===== src/rtl/shp_params.svh =====
`ifndef SHP_PARAMS_SVH
`define SHP_PARAMS_SVH
// register indices after pointing
`define SHP_IDX_CMD 4'h0
`define SHP_IDX_VEC 4'h2
`define SHP_IDX_PEND 4'h3
`define SHP_IDX_CNT_LO 4'h6
`define SHP_IDX_CNT_HI 4'h7
`define SHP_IDX_RXBUF 4'h8
`define SHP_IDX_MIC 4'h9
`define SHP_IDX_BAUD_LO 4'hc
`define SHP_IDX_BAUD_HI 4'hd
`define SHP_IDX_OPT 4'hf
`define SHP_IDX_OPT_ALT 4'h7
// command field: point high code in bits 5..3
`define SHP_CMD_LSB 3
`define SHP_CMD_POINT_HIGH 3'h1
// recovery interval, in master-clock cycles (enhanced variant, rounded up)
`define SHP_RECOVERY_CYC 4
`define SHP_RECOVERY_OLD_CYC 4
`define SHP_SYNC_STAGES 2
`define SHP_RESET_VAL 8'h00
`endif


===== src/rtl/shp_pkg.sv =====
package shp_pkg;
  typedef enum logic [1:0] {
    SHP_IDLE,
    SHP_BUSY,
    SHP_WAIT_END
  } shp_state_e;

  typedef struct packed {
    logic data_sel;
    logic chan_a;
    logic is_write;
  } shp_access_s;

  typedef struct packed {
    logic [13:0] count;
    logic [1:0] status;
  } shp_frame_s;
endpackage


===== src/rtl/shp_host_port.sv =====
`timescale 1ns/1ps
`default_nettype none
`include "shp_params.svh"

module shp_host_port #(
  parameter int SYNC_STAGES = `SHP_SYNC_STAGES,
  parameter int RECOVERY_CYC = `SHP_RECOVERY_CYC
) (
  input wire logic clk,
  input wire logic resetn,
  input wire logic clk_en,
  input wire logic chip_sel_n,
  input wire logic rd_n,
  input wire logic wr_n,
  input wire logic data_sel,
  input wire logic chan_a,
  input wire logic irq_ack_n,
  input wire logic enhanced_mode,
  input wire logic [7:0] data_in,
  output logic [7:0] data_out,
  output logic data_oe,
  input wire logic [7:0] pending_src,
  input wire logic [7:0] vector_status,
  input wire logic [7:0] status_a,
  input wire logic [7:0] status_b,
  input wire logic [7:0] rx_data_a,
  input wire logic [7:0] rx_data_b,
  input wire shp_pkg::shp_frame_s frame_a,
  input wire shp_pkg::shp_frame_s frame_b,
  output logic [7:0] pending_flags,
  output logic [7:0] tx_data,
  output logic tx_write,
  output logic tx_chan_a,
  output logic rx_read,
  output logic rx_chan_a,
  output logic hw_reset,
  output logic [7:0] shared_vector_reg,
  output logic [7:0] master_irq_control,
  output logic [7:0] frame_option_a,
  output logic [7:0] frame_option_b,
  output logic [16*8-1:0] wregs_a,
  output logic [16*8-1:0] wregs_b,
  output logic busy
);
  // recovery counter width, just enough to hold RECOVERY_CYC
  localparam int RW = $clog2(RECOVERY_CYC + 1);

  // synchroniser chains; first stage read only by the next stage
  logic [SYNC_STAGES-1:0] rd_sy_q, wr_sy_q, cs_sy_q, ack_sy_q;
  logic rd_s, wr_s, cs_s, ack_s;
  shp_pkg::shp_state_e state_q;
  shp_pkg::shp_access_s acc_q;
  logic [RW-1:0] rec_q;
  logic [2:0] pointer_bits;
  logic point_high_q;
  logic ack_seen_high_q;
  // one write register array per channel, indexed like the pointer
  logic [7:0] wreg_a [16];
  logic [7:0] wreg_b [16];
  logic [7:0] rd_word;
  logic [3:0] idx;
  logic start;
  logic opt_sel_a;
  logic opt_sel_b;

  function automatic logic [7:0] pick(input logic sel, input logic [7:0] a, input logic [7:0] b);
    pick = sel ? a : b;
  endfunction

  // the one edge at which a taken access acts on registers and strobes
  function automatic logic op_edge(input shp_pkg::shp_state_e st, input logic [RW-1:0] rc);
    op_edge = (st == shp_pkg::SHP_BUSY) && (rc == RW'(RECOVERY_CYC - 1));
  endfunction

  // sync the strobes, chip select and acknowledge into the master clock domain
  // clk_en low freezes every register, the sync chains included
  always_ff @(posedge clk or negedge resetn) begin
    if (!resetn) begin
      rd_sy_q <= '1;
      wr_sy_q <= '1;
      cs_sy_q <= '1;
      ack_sy_q <= '1;
    end else if (clk_en) begin
      rd_sy_q <= {rd_sy_q[SYNC_STAGES-2:0], rd_n};
      wr_sy_q <= {wr_sy_q[SYNC_STAGES-2:0], wr_n};
      cs_sy_q <= {cs_sy_q[SYNC_STAGES-2:0], chip_sel_n};
      ack_sy_q <= {ack_sy_q[SYNC_STAGES-2:0], irq_ack_n};
    end
  end
  // only the last stage of each chain feeds the logic
  assign rd_s = rd_sy_q[SYNC_STAGES-1];
  assign wr_s = wr_sy_q[SYNC_STAGES-1];
  assign cs_s = cs_sy_q[SYNC_STAGES-1];
  assign ack_s = ack_sy_q[SYNC_STAGES-1];

  // acknowledge must be seen high on an earlier edge before a cycle counts
  // resets low so the first edge after reset cannot pass an unseen acknowledge
  always_ff @(posedge clk or negedge resetn) begin
    if (!resetn) begin
      ack_seen_high_q <= 1'b0;
    end else if (clk_en) begin
      ack_seen_high_q <= ack_s;
    end
  end

  // strobes are ignored without chip select; both strobes means reset
  // reset level is combinational; the sync chain already filters glitches
  assign hw_reset = !cs_s && !rd_s && !wr_s;
  assign start = (state_q == shp_pkg::SHP_IDLE) && !cs_s && (rd_s ^ wr_s)
                 && ack_s && ack_seen_high_q;
  assign busy = state_q != shp_pkg::SHP_IDLE;
  // the host keeps the selects steady while the strobe is low, so the
  // raw select pins are captured into acc_q at start without their own chain
  assign idx = acc_q.data_sel ? `SHP_IDX_RXBUF : {point_high_q, pointer_bits};
  // option register shadows index 7 only in enhanced mode while its enable bit is set
  assign opt_sel_a = idx == `SHP_IDX_OPT_ALT && enhanced_mode && wreg_a[`SHP_IDX_OPT][0] && acc_q.chan_a;
  assign opt_sel_b = idx == `SHP_IDX_OPT_ALT && enhanced_mode && wreg_b[`SHP_IDX_OPT][0] && !acc_q.chan_a;

  // access sequencer with recovery counter; other devices' cycles never reach it
  // the sync delay sits ahead of the count, so spacing is never short
  always_ff @(posedge clk or negedge resetn) begin
    if (!resetn) begin
      state_q <= shp_pkg::SHP_IDLE;
      rec_q <= '0;
      acc_q <= '0;
    end else if (clk_en) begin
      unique case (state_q)
        shp_pkg::SHP_IDLE: begin
          if (start) begin
            acc_q <= '{data_sel: data_sel, chan_a: chan_a, is_write: !wr_s};
            rec_q <= RW'(RECOVERY_CYC - 1);
            state_q <= shp_pkg::SHP_BUSY;
          end
        end
        shp_pkg::SHP_BUSY: begin
          if (rec_q != '0) begin
            rec_q <= rec_q - RW'(1);
          end else begin
            state_q <= shp_pkg::SHP_WAIT_END;
          end
        end
        shp_pkg::SHP_WAIT_END: begin
          // recovery stalls only on our own strobe; foreign bus cycles have cs high
          if (cs_s || (rd_s && wr_s)) begin
            state_q <= shp_pkg::SHP_IDLE;
          end
        end
        // the spare state code falls back to idle rather than hanging
        default: begin
          state_q <= shp_pkg::SHP_IDLE;
        end
      endcase
    end
  end

  // pointer bits: set by command writes, cleared after a pointed access
  // a hardware reset in the same cycle beats a command write
  always_ff @(posedge clk or negedge resetn) begin
    if (!resetn) begin
      pointer_bits <= '0;
      point_high_q <= 1'b0;
    end else if (clk_en) begin
      if (hw_reset) begin
        pointer_bits <= '0;
        point_high_q <= 1'b0;
      end else if (op_edge(state_q, rec_q) && !acc_q.data_sel) begin
        if (acc_q.is_write && idx == `SHP_IDX_CMD) begin
          pointer_bits <= data_in[2:0];
          point_high_q <= data_in[5:`SHP_CMD_LSB] == `SHP_CMD_POINT_HIGH;
        end else begin
          pointer_bits <= '0;
          point_high_q <= 1'b0;
        end
      end
    end
  end

  // write register file; vector and master control are single shared copies
  // only the option copy is diverted; plain index 7 keeps its value then
  always_ff @(posedge clk or negedge resetn) begin
    if (!resetn) begin
      for (int i = 0; i < 16; i++) begin
        wreg_a[i] <= `SHP_RESET_VAL;
        wreg_b[i] <= `SHP_RESET_VAL;
      end
      shared_vector_reg <= `SHP_RESET_VAL;
      master_irq_control <= `SHP_RESET_VAL;
      frame_option_a <= `SHP_RESET_VAL;
      frame_option_b <= `SHP_RESET_VAL;
    end else if (clk_en && op_edge(state_q, rec_q) && acc_q.is_write) begin
      if (idx == `SHP_IDX_VEC) begin
        shared_vector_reg <= data_in;
      end else if (idx == `SHP_IDX_MIC) begin
        master_irq_control <= data_in;
      end else if (opt_sel_a) begin
        frame_option_a <= data_in;
      end else if (opt_sel_b) begin
        frame_option_b <= data_in;
      end else if (acc_q.chan_a) begin
        wreg_a[idx] <= data_in;
      end else begin
        wreg_b[idx] <= data_in;
      end
    end
  end

  // flatten the arrays so the outputs stay plain packed ports
  always_comb begin
    for (int i = 0; i < 16; i++) begin
      wregs_a[i*8 +: 8] = wreg_a[i];
      wregs_b[i*8 +: 8] = wreg_b[i];
    end
  end

  // buffer strobes toward the channels, one cycle each
  // tx_data keeps its last byte between pulses; only the strobe qualifies it
  always_ff @(posedge clk or negedge resetn) begin
    if (!resetn) begin
      tx_write <= 1'b0;
      rx_read <= 1'b0;
      tx_data <= '0;
      tx_chan_a <= 1'b0;
      rx_chan_a <= 1'b0;
    end else if (clk_en) begin
      tx_write <= 1'b0;
      rx_read <= 1'b0;
      if (op_edge(state_q, rec_q) && idx == `SHP_IDX_RXBUF) begin
        tx_write <= acc_q.is_write;
        rx_read <= !acc_q.is_write;
        tx_data <= data_in;
        tx_chan_a <= acc_q.chan_a;
        rx_chan_a <= acc_q.chan_a;
      end
    end
  end

  // pending flags run off the master clock, frozen while pointed at them or at the vector register
  // freezing stops a readback tearing, but delays new requests if left pointed
  always_ff @(posedge clk or negedge resetn) begin
    if (!resetn) begin
      pending_flags <= '0;
    end else if (clk_en && !(idx == `SHP_IDX_VEC || idx == `SHP_IDX_PEND)) begin
      pending_flags <= pending_src;
    end
  end

  // read multiplexer
  // pending bits through channel B read as zero, not as the flags
  always_comb begin
    rd_word = '0;
    unique case (idx)
      `SHP_IDX_VEC: rd_word = acc_q.chan_a ? shared_vector_reg : vector_status;
      `SHP_IDX_PEND: rd_word = acc_q.chan_a ? pending_flags : 8'h00;
      `SHP_IDX_CNT_LO: rd_word = enhanced_mode ? pick(acc_q.chan_a, frame_a.count[7:0], frame_b.count[7:0])
                                               : pick(acc_q.chan_a, status_a, status_b);
      `SHP_IDX_CNT_HI: rd_word = enhanced_mode ? pick(acc_q.chan_a, {frame_a.status, frame_a.count[13:8]},
                                                      {frame_b.status, frame_b.count[13:8]})
                                               : pick(acc_q.chan_a, status_a, status_b);
      `SHP_IDX_RXBUF: rd_word = pick(acc_q.chan_a, rx_data_a, rx_data_b);
      `SHP_IDX_BAUD_LO: rd_word = pick(acc_q.chan_a, wreg_a[`SHP_IDX_BAUD_LO], wreg_b[`SHP_IDX_BAUD_LO]);
      `SHP_IDX_BAUD_HI: rd_word = pick(acc_q.chan_a, wreg_a[`SHP_IDX_BAUD_HI], wreg_b[`SHP_IDX_BAUD_HI]);
      default: rd_word = pick(acc_q.chan_a, status_a, status_b);
    endcase
  end

  // read data registered at operation start, driven while strobe lasts
  // held until the next access, so a slow host still reads a stable byte
  always_ff @(posedge clk or negedge resetn) begin
    if (!resetn) begin
      data_out <= '0;
    end else if (clk_en && op_edge(state_q, rec_q)) begin
      data_out <= rd_word;
    end
  end

  // bus drive follows the raw pins so turnaround is not delayed by sync
  // vector drive in an acknowledge cycle is not part of this block
  assign data_oe = !chip_sel_n && !rd_n && wr_n && irq_ack_n;
endmodule
`default_nettype wire


===== config.mk =====
export PLATFORM = sky130hd
export DESIGN_NAME = shp_host_port
export DESIGN_NICKNAME = d
export VERILOG_FILES = /design/src/rtl/shp_pkg.sv /design/src/rtl/shp_host_port.sv
export VERILOG_INCLUDE_DIRS = /design/src /design/src/rtl
export SDC_FILE = /design/constraint.sdc
export NUM_CORES = 1
export LEC_CHECK = 0
export ABC_AREA = 1
export BUFFER_PORTS_ARGS = -buffer_cell sky130_fd_sc_hd__buf_4
export CAP_MARGIN = 15
export CORE_ASPECT_RATIO = 0.75
export CORE_MARGIN = 1
export CORE_UTILIZATION = 40
export DETAILED_ROUTE_END_ITERATION = 10
export GPL_TIMING_DRIVEN = 0
export PLACE_DENSITY = 0.67
export SYNTH_ARGS = -nofsm -noshare
export SYNTH_HDL_FRONTEND = slang
export SYNTH_SLANG_ARGS = --single-unit

===== constraint.sdc =====
create_clock -name clk -period 1.8 [get_ports clk]
set_input_delay 0.27 -clock clk [delete_from_list [all_inputs] [get_ports clk]]
set_output_delay 0.27 -clock clk [all_outputs]
set_load 0.005 [all_outputs]

# Word-level counts from Yosys, hierarchy flattened
# Index checks and enable logic that the tools add are counted.
# Widths: inputs -> output; s select.
# op_classes
eq_ne,16
add_sub_neg,1
order_cmp,2
muxes,31
n_reduce_logical,51
bitwise,7
# ops
operator,count
$bwmux 128,2
$mux 8,11
$pmux 8 s7,1
$demux 8 s4,1
$logic_and 1x1->1,23
$eq 4x4->1 const B,4
$mux 3,5
$reduce_and 4->1,3
$reduce_and 6->1,2
$logic_not 1->1,9
$eq 4x2->1 const B,2
$eq 4x3->1 const B,2
$ne 2x2->1 const B,4
$mux 2,3
$pmux 2 s3,1
$pmux 3 s2,1
$reduce_and 2->1,3
$reduce_and 3->1,2
$reduce_bool 2->1,3
$ge 5x5->1 const B,1
$lt 5x1->1 const B,1
$mux 1,5
$not 1->1,5
$not 4->5,1
12 further kinds,13
# totals
register_bits,336

# Longest topological paths before layout
# Gate-level depths: netlist of run 1.
# depth
word_depth,7
depth_mapped,12
mapped_depth_nobuf,10

# Worst setup path before layout of run 1
# Ideal clock, no wire load.
# synth_timing
kind,register to register
start,register acc_q[2] (netlist bit)
end,"register wreg_a, in the netlist wregs_a[13]"
path_stages_with_launch,9
setup_time_ns,0.127
arrival_ns,1.631
slack_ns,0.042
path_cell_list,dfrtp_1 -> inv_2 -> buf_6 -> nand3_2 -> nor2_1 -> nand3_4 -> buf_6 -> nand2_1 -> o21ai_1
# synth_between
elab_chain_len,7
elab_cells_between_ends,21
cone_classes,order compare: 2; eq/ne: 3; mux: 4; bitwise: 5; reduce/logical: 7
# synth_rtl
item,line_no,rtl
"start, declared",shp_host_port.sv:52,shp_pkg::shp_access_s acc_q;
"start signal, assigned",shp_host_port.sv:130,"acc_q <= '{data_sel: data_sel, chan_a: chan_a, is_write: !wr_s};"
$mux 4 (*),shp_host_port.sv:114,"assign idx = acc_q.data_sel ? `SHP_IDX_RXBUF : {point_high_q, pointer_bits};"
$not 4->5 (implied by the code) / $eq 4x3->1 (equally long branches),--,
$ge 5x5->1 (implied by the code) (tied with other cells),shp_host_port.sv:200,wreg_a[idx] <= data_in;
"$logic_and 1x1->1, on equally long branches","shp_host_port.sv:200, shp_host_port.sv:116, shp_host_port.sv:117",
$mux 8 (implied by the code) (tied with other cells),shp_host_port.sv:200,
$demux 8 s4 / $not 1->1 (equally long branches),--,
$bwmux 128 / $reduce_and 6->1 (equally long branches),--,
"end signal, assigned by index",shp_host_port.sv:183,wreg_a[i] <= `SHP_RESET_VAL;
"end signal, assigned by index",shp_host_port.sv:200,
"end, declared",shp_host_port.sv:58,logic [7:0] wreg_a [16];
# Mark *: on every way between the ends. The rest lies on a longest branch, timed or not.
# A chain may end at the register's enable or synchronous reset.

# Final worst setup path of run 1
# layout_timing
start,register acc_q[2] (netlist bit)
end,"register wreg_b, in the netlist wregs_b[97]"
# layout_between
elab_chain_len,7
elab_cells_between_ends,21
cone_classes,order compare: 2; eq/ne: 3; mux: 4; bitwise: 5; reduce/logical: 7
# layout_rtl
item,line_no,rtl
$mux 4 (*),shp_host_port.sv:114,
$not 4->5 (implied by the code) / $eq 4x3->1 (equally long branches),--,
$ge 5x5->1 (implied by the code) (tied with other cells),shp_host_port.sv:202,wreg_b[idx] <= data_in;
"$logic_and 1x1->1, on equally long branches","shp_host_port.sv:202, shp_host_port.sv:116, shp_host_port.sv:117",
$mux 8 (implied by the code) (tied with other cells),shp_host_port.sv:202,
$demux 8 s4 / $not 1->1 (equally long branches),--,
$bwmux 128 / $reduce_and 6->1 (equally long branches),--,
"end signal, assigned by index",shp_host_port.sv:184,wreg_b[i] <= `SHP_RESET_VAL;
"end signal, assigned by index",shp_host_port.sv:202,
"end, declared",shp_host_port.sv:59,logic [7:0] wreg_b [16];
# Marks and branches as above.

==> key figures, run 1 <==
Worst setup path
  • Crit Path Category: register to register
  • Critical path arrival: 2.58 ns
  • CP Max Fanout: 8
  • Worst path required time: 2.28 ns
  • Worst R2R Setup Slack: -0.29 ns
  • Critical Path Start Type: register
  • CP Capture Type: register

Drt
  • Post-route DRC violation count: 0
  • Iter 0 DRT Violations: 1,065
  • Drt wl/cell: 20.5 um
  • Vias: 14,401
  • Vias per cell: 5.26
  • Pre-antenna DRT Iters: 5
  • Final WL: 56,200 um
  • Post-route ant nets: 0

Finish
  • Multi-input gate area: 0.00656 mm2
  • Register area: 0.00842 mm2
  • Layout area overhead: 54.7%
  • Layout Cells excl Fill: 2,736
  • Final instance area: 0.0226 mm2
  • Diodes inserted: 0
  • Share of the core filled with cells: 63.0%
  • Final nets: 2,345
  • Layout fillers: 2,914
  • Layout cell share with drive strength beyond 1: 42.7%

STA
  • Total Neg Setup Slack: -39.44 ns
  • Final period utilization: 116%
  • Crit path time final: 2.09 ns
  • Endpoints failing setup: 259
  • Final number of hold-violating endpoints: 0
  • Worst Clk Skew: 0.0273 ns
  • Rel. slew slack: 25.0%
  • Max-slew violations: 0
  • WHS: 0.0159 ns
  • Peak Freq: 478 MHz
  • Final worst slack: -0.292 ns
  • Worst-margin pin slew: 1.12 ns
  • RSZ-0062 raised after global routing: yes

Job
  • Max Cap Viol: 0

Place
  • GPL Wtd Cong: 0.918
  • Post-DP HPWL: 37,200 um
  • Placed cells: 2,547
  • Port bufs: 410
  • Post-DP Area: 0.0184 mm2
  • Setup WS pre-CTS: -0.662 ns

Yosys
  • Yosys Warn Count: 0
  • Post-Syn Instances: 1,669
  • Yosys reg bits: 336
  • EDFF count, synth: 0
  • Sequential share of the synthesized area: 57.5%
  • Yosys cell types: 36
  • Cell area after synthesis: 0.0146 mm2
  • Mean post-synth cell area: 8.77 um2
  • Top cell type's share of synthesized area: 56.1%
  • Commonest cells post-synth: nand2_1 (630), dfrtp_1 (328), nand3_1 (175)
  • Post-synth top flop: dfrtp_1
  • Syn nets: 1,771
  • Most frequent cell after synthesis: nand2_1
  • Async SR Flop Fraction: 100%
  • Largest area contributor in the netlist: dfrtp_1
  • Synth top area cells: dfrtp_1 (56%), nand2_1 (16%), nand3_1 (6.0%)

Global routing
  • Grt ovf: 0
  • Total track usage: 28.3%
  • Initial antenna violation count: 0
  • Vias in the first global route: 13,635
  • First-pass GRT wire length: 81,200 um
  • Largest net degree at the start of global routing: 121

Outcome
  • Run status: finished with violations
  • Failing checks: negative setup slack

Power
  • Leakage power: 11.6 nW
  • Total Power: 23.2 mW
  • Max IR drop VDD: 0.000993 V
  • Pwr Density: 1030 mW/mm2

Floorplanning
  • Rows: 60
  • DIE HEIGHT: 168 um
  • Die Span X: 223 um
  • Core Region: 0.0360 mm2
  • Die ar.: 0.0374 mm2
  • I/O Pins: 417
  • Initial Util: 40.7%

Min path
  • Hold/Removal Path Class: input port to register

Clock network
  • H-Tree Depth: 2
  • Skew-Pair Late Insertion Delay: 0.56 ns
  • CTS Root Cell: clkbuf_16
  • Clk sinks: 336
  • Clk slew on worst S/H paths: 0.06 ns
  • Clock tree buffer depth: 3
  • CTS tree: yes
  • CTS Buf Count: 37
## cells by family (layout without fill, tap and decap cells)
family          after synthesis  in the layout  share of synthesized area, %
xor+xnor                      1              1                        0.0599
compound gates              203            203                          7.02
flops                       336            336                          57.5
mux                           8              8                         0.616
fa+ha+maj                     4              4                         0.342
simple gates                916            917                          28.0
buf+inv                     201            802                          6.41
## cell usage in the layout, fill, tap and decap left out, drive strengths merged, types with 4 or more instances in the layout
cell and count:
nor2 62, dfrtp 328, ha 4, o21ai 181, dlygate4sd3 15, mux2 8
a21oi 20, or2 5, dfstp 8, clkinv 8, inv 78, clkbuf 138
clkinvlp 4, buf 559, nand4 4, nand3 204, nand2 638
## critical path, stage by stage (launching register included)
cell	delay, ns
dfrtp_1	0.38
inv_2	0.06
buf_8	0.14
buf_4	0.14
nand3_4	0.07
nor2_2	0.05
buf_6	0.13
nor2_4	0.11
nand3_4	0.10
nor2_4	0.14
buf_12	0.16
clkbuf_16	0.19
clkbuf_16	0.15
nand3_1	0.07
nand2_1	0.13
## report_power, final
group	internal [mW]	switching, mW
sequential	8.27	0.605
combinational	2.99	3.77
clock	4.25	3.32
total	15.5	7.69
## repair_timing
action / in CTS / in global routing
endpoints found under the hold margin: 248 / 0
cloned: 8 / 24
buffers inserted: 27 / 53
hold buffers: 15 / 0
pin swaps: 15 / 101
gates resized for setup: 132 / 414
setup endpoints to repair: 278 / 289
## final timing paths
check	depth (start not counted)	end	startpoint
worst max-delay path	14	wregs_b[97]$_DFFE_PN0P_	acc_q[2]$_DFFE_PN0P_
worst min-delay path	3	wregs_b[127]$_DFFE_PN0P_	data_in[7]
worst max register to register	14	wregs_b[97]$_DFFE_PN0P_	acc_q[2]$_DFFE_PN0P_
worst min register to register	1	wregs_b[19]$_DFFE_PN0P_	wregs_b[19]$_DFFE_PN0P_
max in group asynchronous	4	wregs_a[61]$_DFFE_PN0P_	resetn
min in group asynchronous	2	data_out[4]$_DFFE_PN0N_	resetn
## routing by layer
metal  track usage (%)  routed length, um  up-vias
met3              7.30               4680      104
met2              44.1              26200      631
met4              7.53               1280        0
met5                 0                  0        -
li1                  -                  -     6501
met1              39.2              24000     7165
## final cells by class
type | instances | area share, %
multi-input cells | 1133 | 29.0
clock buffers | 55 | 4.79
flip-flops and latches | 336 | 37.2
inverters | 78 | 1.38
repair buffers | 539 | 20.5
plain buffers | 118 | 4.03
well taps | 465 | 2.57
clock inverters | 12 | 0.564
Note: power is estimated with default switching activity, not from simulation.
==> run 2, diff against run 1 <==
Settings changed: ABC_AREA 1 to not set.
==> run 2 against run 1 <==
Effect of this change: synthesized cell count decreased by 41%; sequential power increased by 4.3%; via count decreased by 29%; clock skew decreased by 0.0026 ns; highest routed layer unchanged; largest power group unchanged; fmax decreased by 8.0%; the run still ends with negative setup slack left.
==> key figures, run 2 <==
Yosys
  • Synth top area cells: dfrtp_1 (58%), mux2_2 (24%), mux2i_1 (2.3%)
  • Yosys Warn Count: 0 (unchanged)
  • Async SR Flop Fraction: 100% (unchanged)
  • Most frequent cell after synthesis: dfrtp_1
  • Yosys reg bits: 336 (unchanged)
  • EDFF count, synth: 0 (unchanged)
  • Sequential share of the synthesized area: 59.4% (+1.9 points)
  • Mean post-synth cell area: 14.4 um2 (+64%)
  • Top cell type's share of synthesized area: 57.9% (+1.8 points)
  • Syn nets: 1,089 (-39%)
  • Post-synth top flop: dfrtp_1
  • Largest area contributor in the netlist: dfrtp_1
  • Post-Syn Instances: 987 (-41%)
  • Cell area after synthesis: 0.0142 mm2 (-3.1%)
  • Commonest cells post-synth: dfrtp_1 (328), mux2_2 (299), clkbuf_1 (68)
  • Yosys cell types: 59 (+64%)

STA
  • Final worst slack: -0.474 ns (-0.182 ns)
  • RSZ-0062 raised after global routing: yes
  • Total Neg Setup Slack: -109.58 ns (-70.14 ns)
  • Worst Clk Skew: 0.0248 ns (-0.00257 ns)
  • Worst-margin pin slew: 0.913 ns (-0.212 ns)
  • Final number of hold-violating endpoints: 0 (unchanged)
  • Peak Freq: 440 MHz (-8.0%)
  • Rel. slew slack: 39.1% (+14 points)
  • Max-slew violations: 0 (unchanged)
  • Crit path time final: 2.27 ns (+0.182 ns)
  • Endpoints failing setup: 277 (+6.9%)
  • Final period utilization: 126% (+10 points)

Min path
  • Hold/Removal Path Class: input port to register

Worst setup path
  • R2r endpoint: wregs_a[85]$_DFFE_PN0P_
  • Crit. Startpoint: rec_q[0]$_DFFE_PN0P_
  • Worst R2R Setup Slack: -0.47 ns (-0.18 ns)
  • CP peak stage delay: 0.37 ns (about the same)
  • CP Max Fanout: 8 (unchanged)
  • CP endpoint: wregs_a[85]$_DFFE_PN0P_
  • Instance count on the critical path: 8 (-6)
  • Reg-to-reg startpoint: rec_q[0]$_DFFE_PN0P_
  • CP Capture Type: register
  • Delay-heaviest family, CP: compound AO/OA/AOI/OAI gates
  • Critical Path Start Type: register
  • Critical path buffers and inverters: 2 (-5)
  • Crit Path Category: register to register
  • Worst path required time: 2.20 ns (-0.08 ns)
  • Critical path arrival: 2.68 ns (+0.10 ns)
  • R2R cell count: 8 (-6)
  • CP max-delay cell: a311oi_4
  • Crit-path cells: ha_2 > and3b_2 > o2111ai_4 > a311oi_4 > buf_6 > buf_12 > nand2_8 > mux2_4

Place
  • Post-DP HPWL: 34,000 um (-8.8%)
  • Port bufs: 414 (+0.98%)
  • Placed cells: 1,860 (-27%)
  • GPL Wtd Cong: 0.836 (-8.9%)

Drt
  • Pre-antenna DRT Iters: 5 (unchanged)
  • Drt wl/cell: 24.8 um (+21%)
  • Top Layer Used: met4
  • Iter 0 DRT Violations: 561 (-47%)
  • Met2 Routed Length: 23,300 um (-11%)
  • Met3 wire len: 4010 um (-14%)
  • Vias: 10,257 (-29%)
  • Met1 wire length: 20,800 um (-14%)
  • Post-route ant nets: 0 (unchanged)
  • Final WL: 49,000 um (-13%)
  • Post-route DRC violation count: 0 (unchanged)
  • Vias per cell: 5.20 (-1.2%)

Finish
  • Commonest cells after routing, fill and taps aside: buf_4 (439), dfrtp_1 (325), mux2_4 (234)
  • Final nets: 1,597 (-32%)
  • Layout area overhead: 49.6%
  • Commonest non-fill, non-tap cell in the layout: buf_4
  • Layout Cells excl Fill: 1,972 (-28%)
  • Layout cell share with drive strength beyond 1: 62.8% (+20 points)

Floorplanning
  • Core Region: 0.0348 mm2 (-3.3%)
  • Die ar.: 0.0362 mm2 (-3.1%)
  • Initial Util: 40.8% (+0.072 points)
  • Rows: 59 (-1.7%)
  • DIE HEIGHT: 165 um (-1.6%)
  • Die Span X: 219 um (-1.6%)
  • I/O Pins: 417 (unchanged)

Global routing
  • Grt ovf: 0 (unchanged)
  • First-pass GRT wire length: 69,100 um (-15%)
  • Initial antenna violation count: 0 (unchanged)
  • Total track usage: 26.1% (-2.2 points)
  • Largest net degree at the start of global routing: 115 (-5.0%)
  • Vias in the first global route: 10,588 (-22%)

Clock network
  • CTS Buf Count: 36 (-2.7%)
  • CTS Root Cell: clkbuf_16
  • Clk sinks: 336 (unchanged)
  • H-Tree Depth: 2 (unchanged)
  • Clock tree buffer depth: 3 (unchanged)
  • Skew-Pair Late Insertion Delay: 0.53 ns (-0.03 ns)
  • Clk slew on worst S/H paths: 0.06 ns (about the same)
  • CTS tree: yes

Outcome
  • Run status: finished with violations
  • Failing checks: negative setup slack

Power
  • Pwr Density: 1120 mW/mm2 (+9.1%)
  • Leakage power: 11.1 nW (-4.4%)
  • Max IR drop VDD: 0.000787 V (-21%)

Job
  • Max Cap Viol: 0 (unchanged)
## run 2: cell count changes in the layout (fill, tap and decap cells not counted), sizes merged, moves of 26 or more
| cell | delta |
|---|---|
| clkbuf | -26 |
| inv | -68 |
| nand3 | -196 |
| o21ai | -173 |
| nor2 | -44 |
| buf | -80 |
| mux2i | +32 |
| mux2 | +298 |
| nand2 | -594 |
## run 2: cell families (layout without fill, tap and decap cells)
family,count (synthesis),count (layout),synth area share (%)
adder cells (fa/ha/maj),4,4,0.353
multiplexers,338,338,26.8
XOR/XNOR,1,1,0.0618
flip-flops,336,336,59.4
AND/OR/NAND/NOR,139,139,7.03
buffers and inverters,97,624,2.89
other,0,1,0
AO/OA/AOI/OAI,72,72,3.54
## run 2: worst min path at each step
stage	from	to	slack (ns)	depth (start not counted)
3_5_place_dp	resetn	wregs_b[57]$_DFFE_PN0P_	0.39	1
3_3_place_gp	wregs_a[22]$_DFFE_PN0P_	wregs_a[22]$_DFFE_PN0P_	0.44	1
2_1_floorplan	resetn	acc_q[0]$_DFFE_PN0P_	-0.03	0
5_1_grt	data_in[3]	frame_option_b[3]$_DFFE_PN0P_	0.04	2
4_1_cts	data_in[3]	wregs_a[59]$_DFFE_PN0P_	0.03	2
6_report	data_in[3]	frame_option_b[3]$_DFFE_PN0P_	0.04	2
## run 2: per-layer routing
layer | vias to the layer above | track usage, %
met1 | 5310 | 34.3
met5 | - | 0.694
met3 | 59 | 7.73
met2 | 397 | 42.2
li1 | 4491 | -
met4 | 0 | 6.50
## run 2: through the flow
stage | total power, mW | worst slack [ns] | cell area [um2] | hold WS (ns) | utilization, %
after floorplan | 12.2 | -0.336 | 14400 | -0.0256 | -
after global placement | 14.8 | -2.73 | 18100 | 0.442 | 52.0
after detailed placement | 15.0 | -0.893 | 18200 | 0.394 | 52.2
after CTS | 23.2 | -0.489 | 20500 | 0.0259 | 59.1
after global routing | 24.7 | -0.554 | 21200 | 0.0440 | 61.0
final | 23.7 | -0.474 | 21200 | 0.0433 | 61.0
## run 2: area by class of cell
type                    instances  area, um2
fillers                      2698      13600
flip-flops and latches        336       8420
multi-input cells             554       6750
repair buffers                480       3900
clock buffers                  49       1030
well taps                     457        572
plain buffers                  77        435
clock inverters                 8       67.6
inverters                      10       37.5
diodes                          1       2.50
## run 2: where the power goes
group | switching (mW) | internal [mW] | leakage, nW
registers | 0.738 | 8.52 | 4.58
clock network | 2.96 | 4.12 | 0.544
logic | 3.45 | 3.93 | 5.98
## run 2: what timing repair did
| action | in CTS | in global routing |
|---|---|---|
| endpoints found under the setup margin | 290 | 279 |
| pin swaps | 22 | 39 |
| hold buffers | 15 | 0 |
| hold endpoints to repair | 123 | 0 |
| buffers inserted | 35 | 13 |
| gates resized for setup | 205 | 154 |
| gates cloned | 1 | 1 |
==> run 3, diff against run 2 <==
Settings changed: CORE_ASPECT_RATIO 0.75 to 1.4, PLACE_DENSITY 0.67 to not set.
Clock period 1.8 ns to 2.3 ns, I/O delays scaled along.
==> run 3 against run 2 <==
Effect of this change: the run still ends with negative setup slack left; first-iteration DRC count decreased by 3.4%; register-to-register slack improved by 0.47 ns; clock skew decreased by 0.010 ns; utilization decreased by 4.4 points; critical endpoint is now wregs_a[1]$_DFFE_PN0P_; via count decreased by 3.9%; combinational power decreased by 37%; largest power group unchanged; setup slack improved by 0.47 ns; clock-buffer cell count increased by 5.
==> key figures, run 3 (synthesis gave the netlist of run 2 again) <==
Clock network
  • Clk slew on worst S/H paths: 0.06 ns (about the same)
  • CTS Buf Count: 35 (-2.8%)
  • CTS tree: yes
  • Clock tree buffer depth: 3 (unchanged)
  • Skew-Pair Late Insertion Delay: 0.53 ns (about the same)
  • Clk sinks: 336 (unchanged)
  • CTS Root Cell: clkbuf_16
  • H-Tree Depth: 2 (unchanged)

Worst setup path
  • R2r endpoint: wregs_a[1]$_DFFE_PN0P_
  • Crit Path Category: register to register
  • Reg-to-reg startpoint: acc_q[2]$_DFFE_PN0P_
  • Most frequent CP cell: buf_6
  • R2R cell count: 8 (unchanged)
  • Critical path arrival: 2.72 ns (+0.04 ns)
  • CP Max Fanout: 9 (+1)
  • Crit-path cells: buf_6 > or3b_4 > o2111ai_4 > a311oi_4 > buf_6 > clkbuf_16 > nand2_8 > mux2_2
  • Critical Path Start Type: register
  • CP peak stage delay: 0.44 ns (+0.07 ns)
  • CP max-delay cell: or3b_4
  • Worst R2R Setup Slack: -0.007 ns (+0.47 ns)
  • CP Capture Type: register
  • Delay-heaviest family, CP: simple AND/OR/NAND/NOR gates
  • Worst path required time: 2.72 ns (+0.52 ns)
  • Critical path buffers and inverters: 3 (+1)

Power
  • Logic pwr share: 26.4% (-4.7 points)
  • Clock Power Share: 32.5% (+2.6 points)
  • Leakage power: 10.4 nW (-6.4%)
  • Switching Share: 29.7% (-0.50 points)
  • Seq pwr share: 41.0% (+2.0 points)
  • Int Pwr: 12.3 mW (-26%)
  • Total net switching power: 5.20 mW (-27%)
  • Pwr Density: 886 mW/mm2 (-21%)
  • Max IR drop VDD: 0.000764 V (-3.0%)

Place
  • Setup WS pre-CTS: -0.393 ns (+0.500 ns)
  • Post-DP Area: 0.0179 mm2 (-1.1%)
  • GPL Wtd Cong: 0.867 (+3.8%)
  • Port bufs: 414 (unchanged)
  • Post-DP HPWL: 32,900 um (-3.2%)

STA
  • Worst Clk Skew: 0.0143 ns (-0.0105 ns)
  • RSZ-0062 raised after global routing: yes
  • Final number of hold-violating endpoints: 0 (unchanged)
  • Worst-margin pin slew: 0.965 ns (+0.0524 ns)
  • Peak Freq: 434 MHz (-1.4%)
  • Endpoints failing setup: 1 (-99.6%)
  • Final worst slack: -0.00663 ns (+0.467 ns)
  • Max-slew violations: 0 (unchanged)
  • Crit path time final: 2.31 ns (+0.0329 ns)
  • Final period utilization: 100% (-26 points)
  • Rel. slew slack: 35.6% (-3.5 points)

Global routing
  • Vias in the first global route: 10,065 (-4.9%)
  • Grt ovf: 0 (unchanged)
  • Total track usage: 24.4% (-1.7 points)
  • Initial antenna violation count: 0 (unchanged)
  • First-pass GRT wire length: 65,500 um (-5.1%)
  • Largest net degree at the start of global routing: 106 (-7.8%)

Finish
  • Diodes inserted: 0 (-1)
  • Commonest non-fill, non-tap cell in the layout: buf_4
  • Layout cell share with drive strength beyond 1: 58.9% (-3.9 points)
  • Layout area overhead: 39.6%
  • Final instance area: 0.0198 mm2 (-6.7%)
  • Commonest cells after routing, fill and taps aside: buf_4 (431), dfrtp_1 (326), mux2_2 (218)
  • Final nets: 1,558 (-2.4%)

Drt
  • Final WL: 44,800 um (-8.6%)
  • Vias per cell: 5.09 (-2.2%)
  • Pre-antenna DRT Iters: 4 (-1)
  • Drt wl/cell: 23.1 um (-6.9%)
  • Iter 0 DRT Violations: 542 (-3.4%)
  • Post-route ant nets: 0 (unchanged)
  • Vias: 9,857 (-3.9%)
  • Post-route DRC violation count: 0 (unchanged)

Min path
  • Hold/Removal Path Class: input port to register
  • WHS Path Cells: 3 (+1)
  • Hold Path End: acc_q[2]$_DFFE_PN0P_
  • HP Start: data_sel

Job
  • Max Cap Viol: 0 (unchanged)

Floorplanning
  • Rows: 81 (+37%)
  • Die Span X: 161 um (-27%)
  • Die ar.: 0.0362 mm2 (about the same)
  • DIE HEIGHT: 225 um (+36%)
  • I/O Pins: 417 (unchanged)
  • Initial Util: 40.5% (-0.23 points)
  • Core Region: 0.0350 mm2 (+0.56%)

Outcome
  • Failing checks: negative setup slack
  • Run status: finished with violations
run 3: worst max path at each step:
stage,start,to,cells after the start
after CTS,rec_q[0]$_DFFE_PN0P_,wregs_b[97]$_DFFE_PN0P_,7
after global routing,rec_q[1]$_DFFE_PN0P_,wregs_b[121]$_DFFE_PN0P_,7
after floorplan,acc_q[2]$_DFFE_PN0P_,wregs_b[0]$_DFFE_PN0P_,7
after detailed placement,acc_q[1]$_DFFE_PN0P_,data_out[0]$_DFFE_PN0N_,6
after global placement,resetn,wregs_a[19]$_DFFE_PN0P_,1
final,acc_q[2]$_DFFE_PN0P_,wregs_a[1]$_DFFE_PN0P_,8
run 3: power groups by stage:
stage	Combinational, mW	Clock [mW]	Sequential [mW]
after global routing	4.94	6.06	7.28
final	4.64	5.70	7.19
after CTS	4.46	5.84	7.17
after floorplan	2.16	0	7.19
after global placement	4.21	0	7.22
after detailed placement	4.27	0	7.24
run 3: worst reg2reg max path: stages (launching register included):
cell       delay (ns)
dfrtp_1          0.37
buf_6            0.14
or3b_4           0.44
o2111ai_4        0.34
a311oi_4         0.08
buf_6            0.16
clkbuf_16        0.18
nand2_8          0.13
mux2_2           0.37
run 3: metrics by stage:
stage,std cells,util (%),setup TNS [ns],hold WS [ns],power [mW]
floorplan,987,-,0,0.0494,9.36
global placement,1857,51.1,-812.90,0.441,11.4
detailed placement,1860,51.3,-56.78,0.344,11.5
CTS,1933,55.4,-0.0892,0.000652,17.5
global route,1938,56.6,-2.92,0.0265,18.3
finish,1938,56.6,-0.00663,0.0136,17.5
run 3: final cells by class:
| type | count | area (um2) |
|---|---|---|
| Fill cell | 3025 | 15200 |
| Sequential cell | 336 | 8420 |
| Multi-Input combinational cell | 554 | 5830 |
| Timing Repair Buffer | 437 | 3400 |
| Clock buffer | 54 | 1030 |
| Tap cell | 456 | 571 |
| Buffer | 82 | 372 |
| Clock inverter | 9 | 123 |
| Inverter | 10 | 37.5 |
run 3: routing by layer:
metal	track usage, %	vias to the layer above	part of all wire [%]
li1	-	4420	-
met1	28.8	5033	39
met2	41.7	322	50
met3	6.62	82	7.2
met4	10.4	0	4.0
met5	0	-	0
run 3: what timing repair did:
item,CTS,global route
hold endpoints to repair,70,0
setup buffers,13,5
cloned,0,1
endpoints found under the setup margin,272,239
hold buffers,1,0
gates resized for setup,38,95
pin swaps,7,7
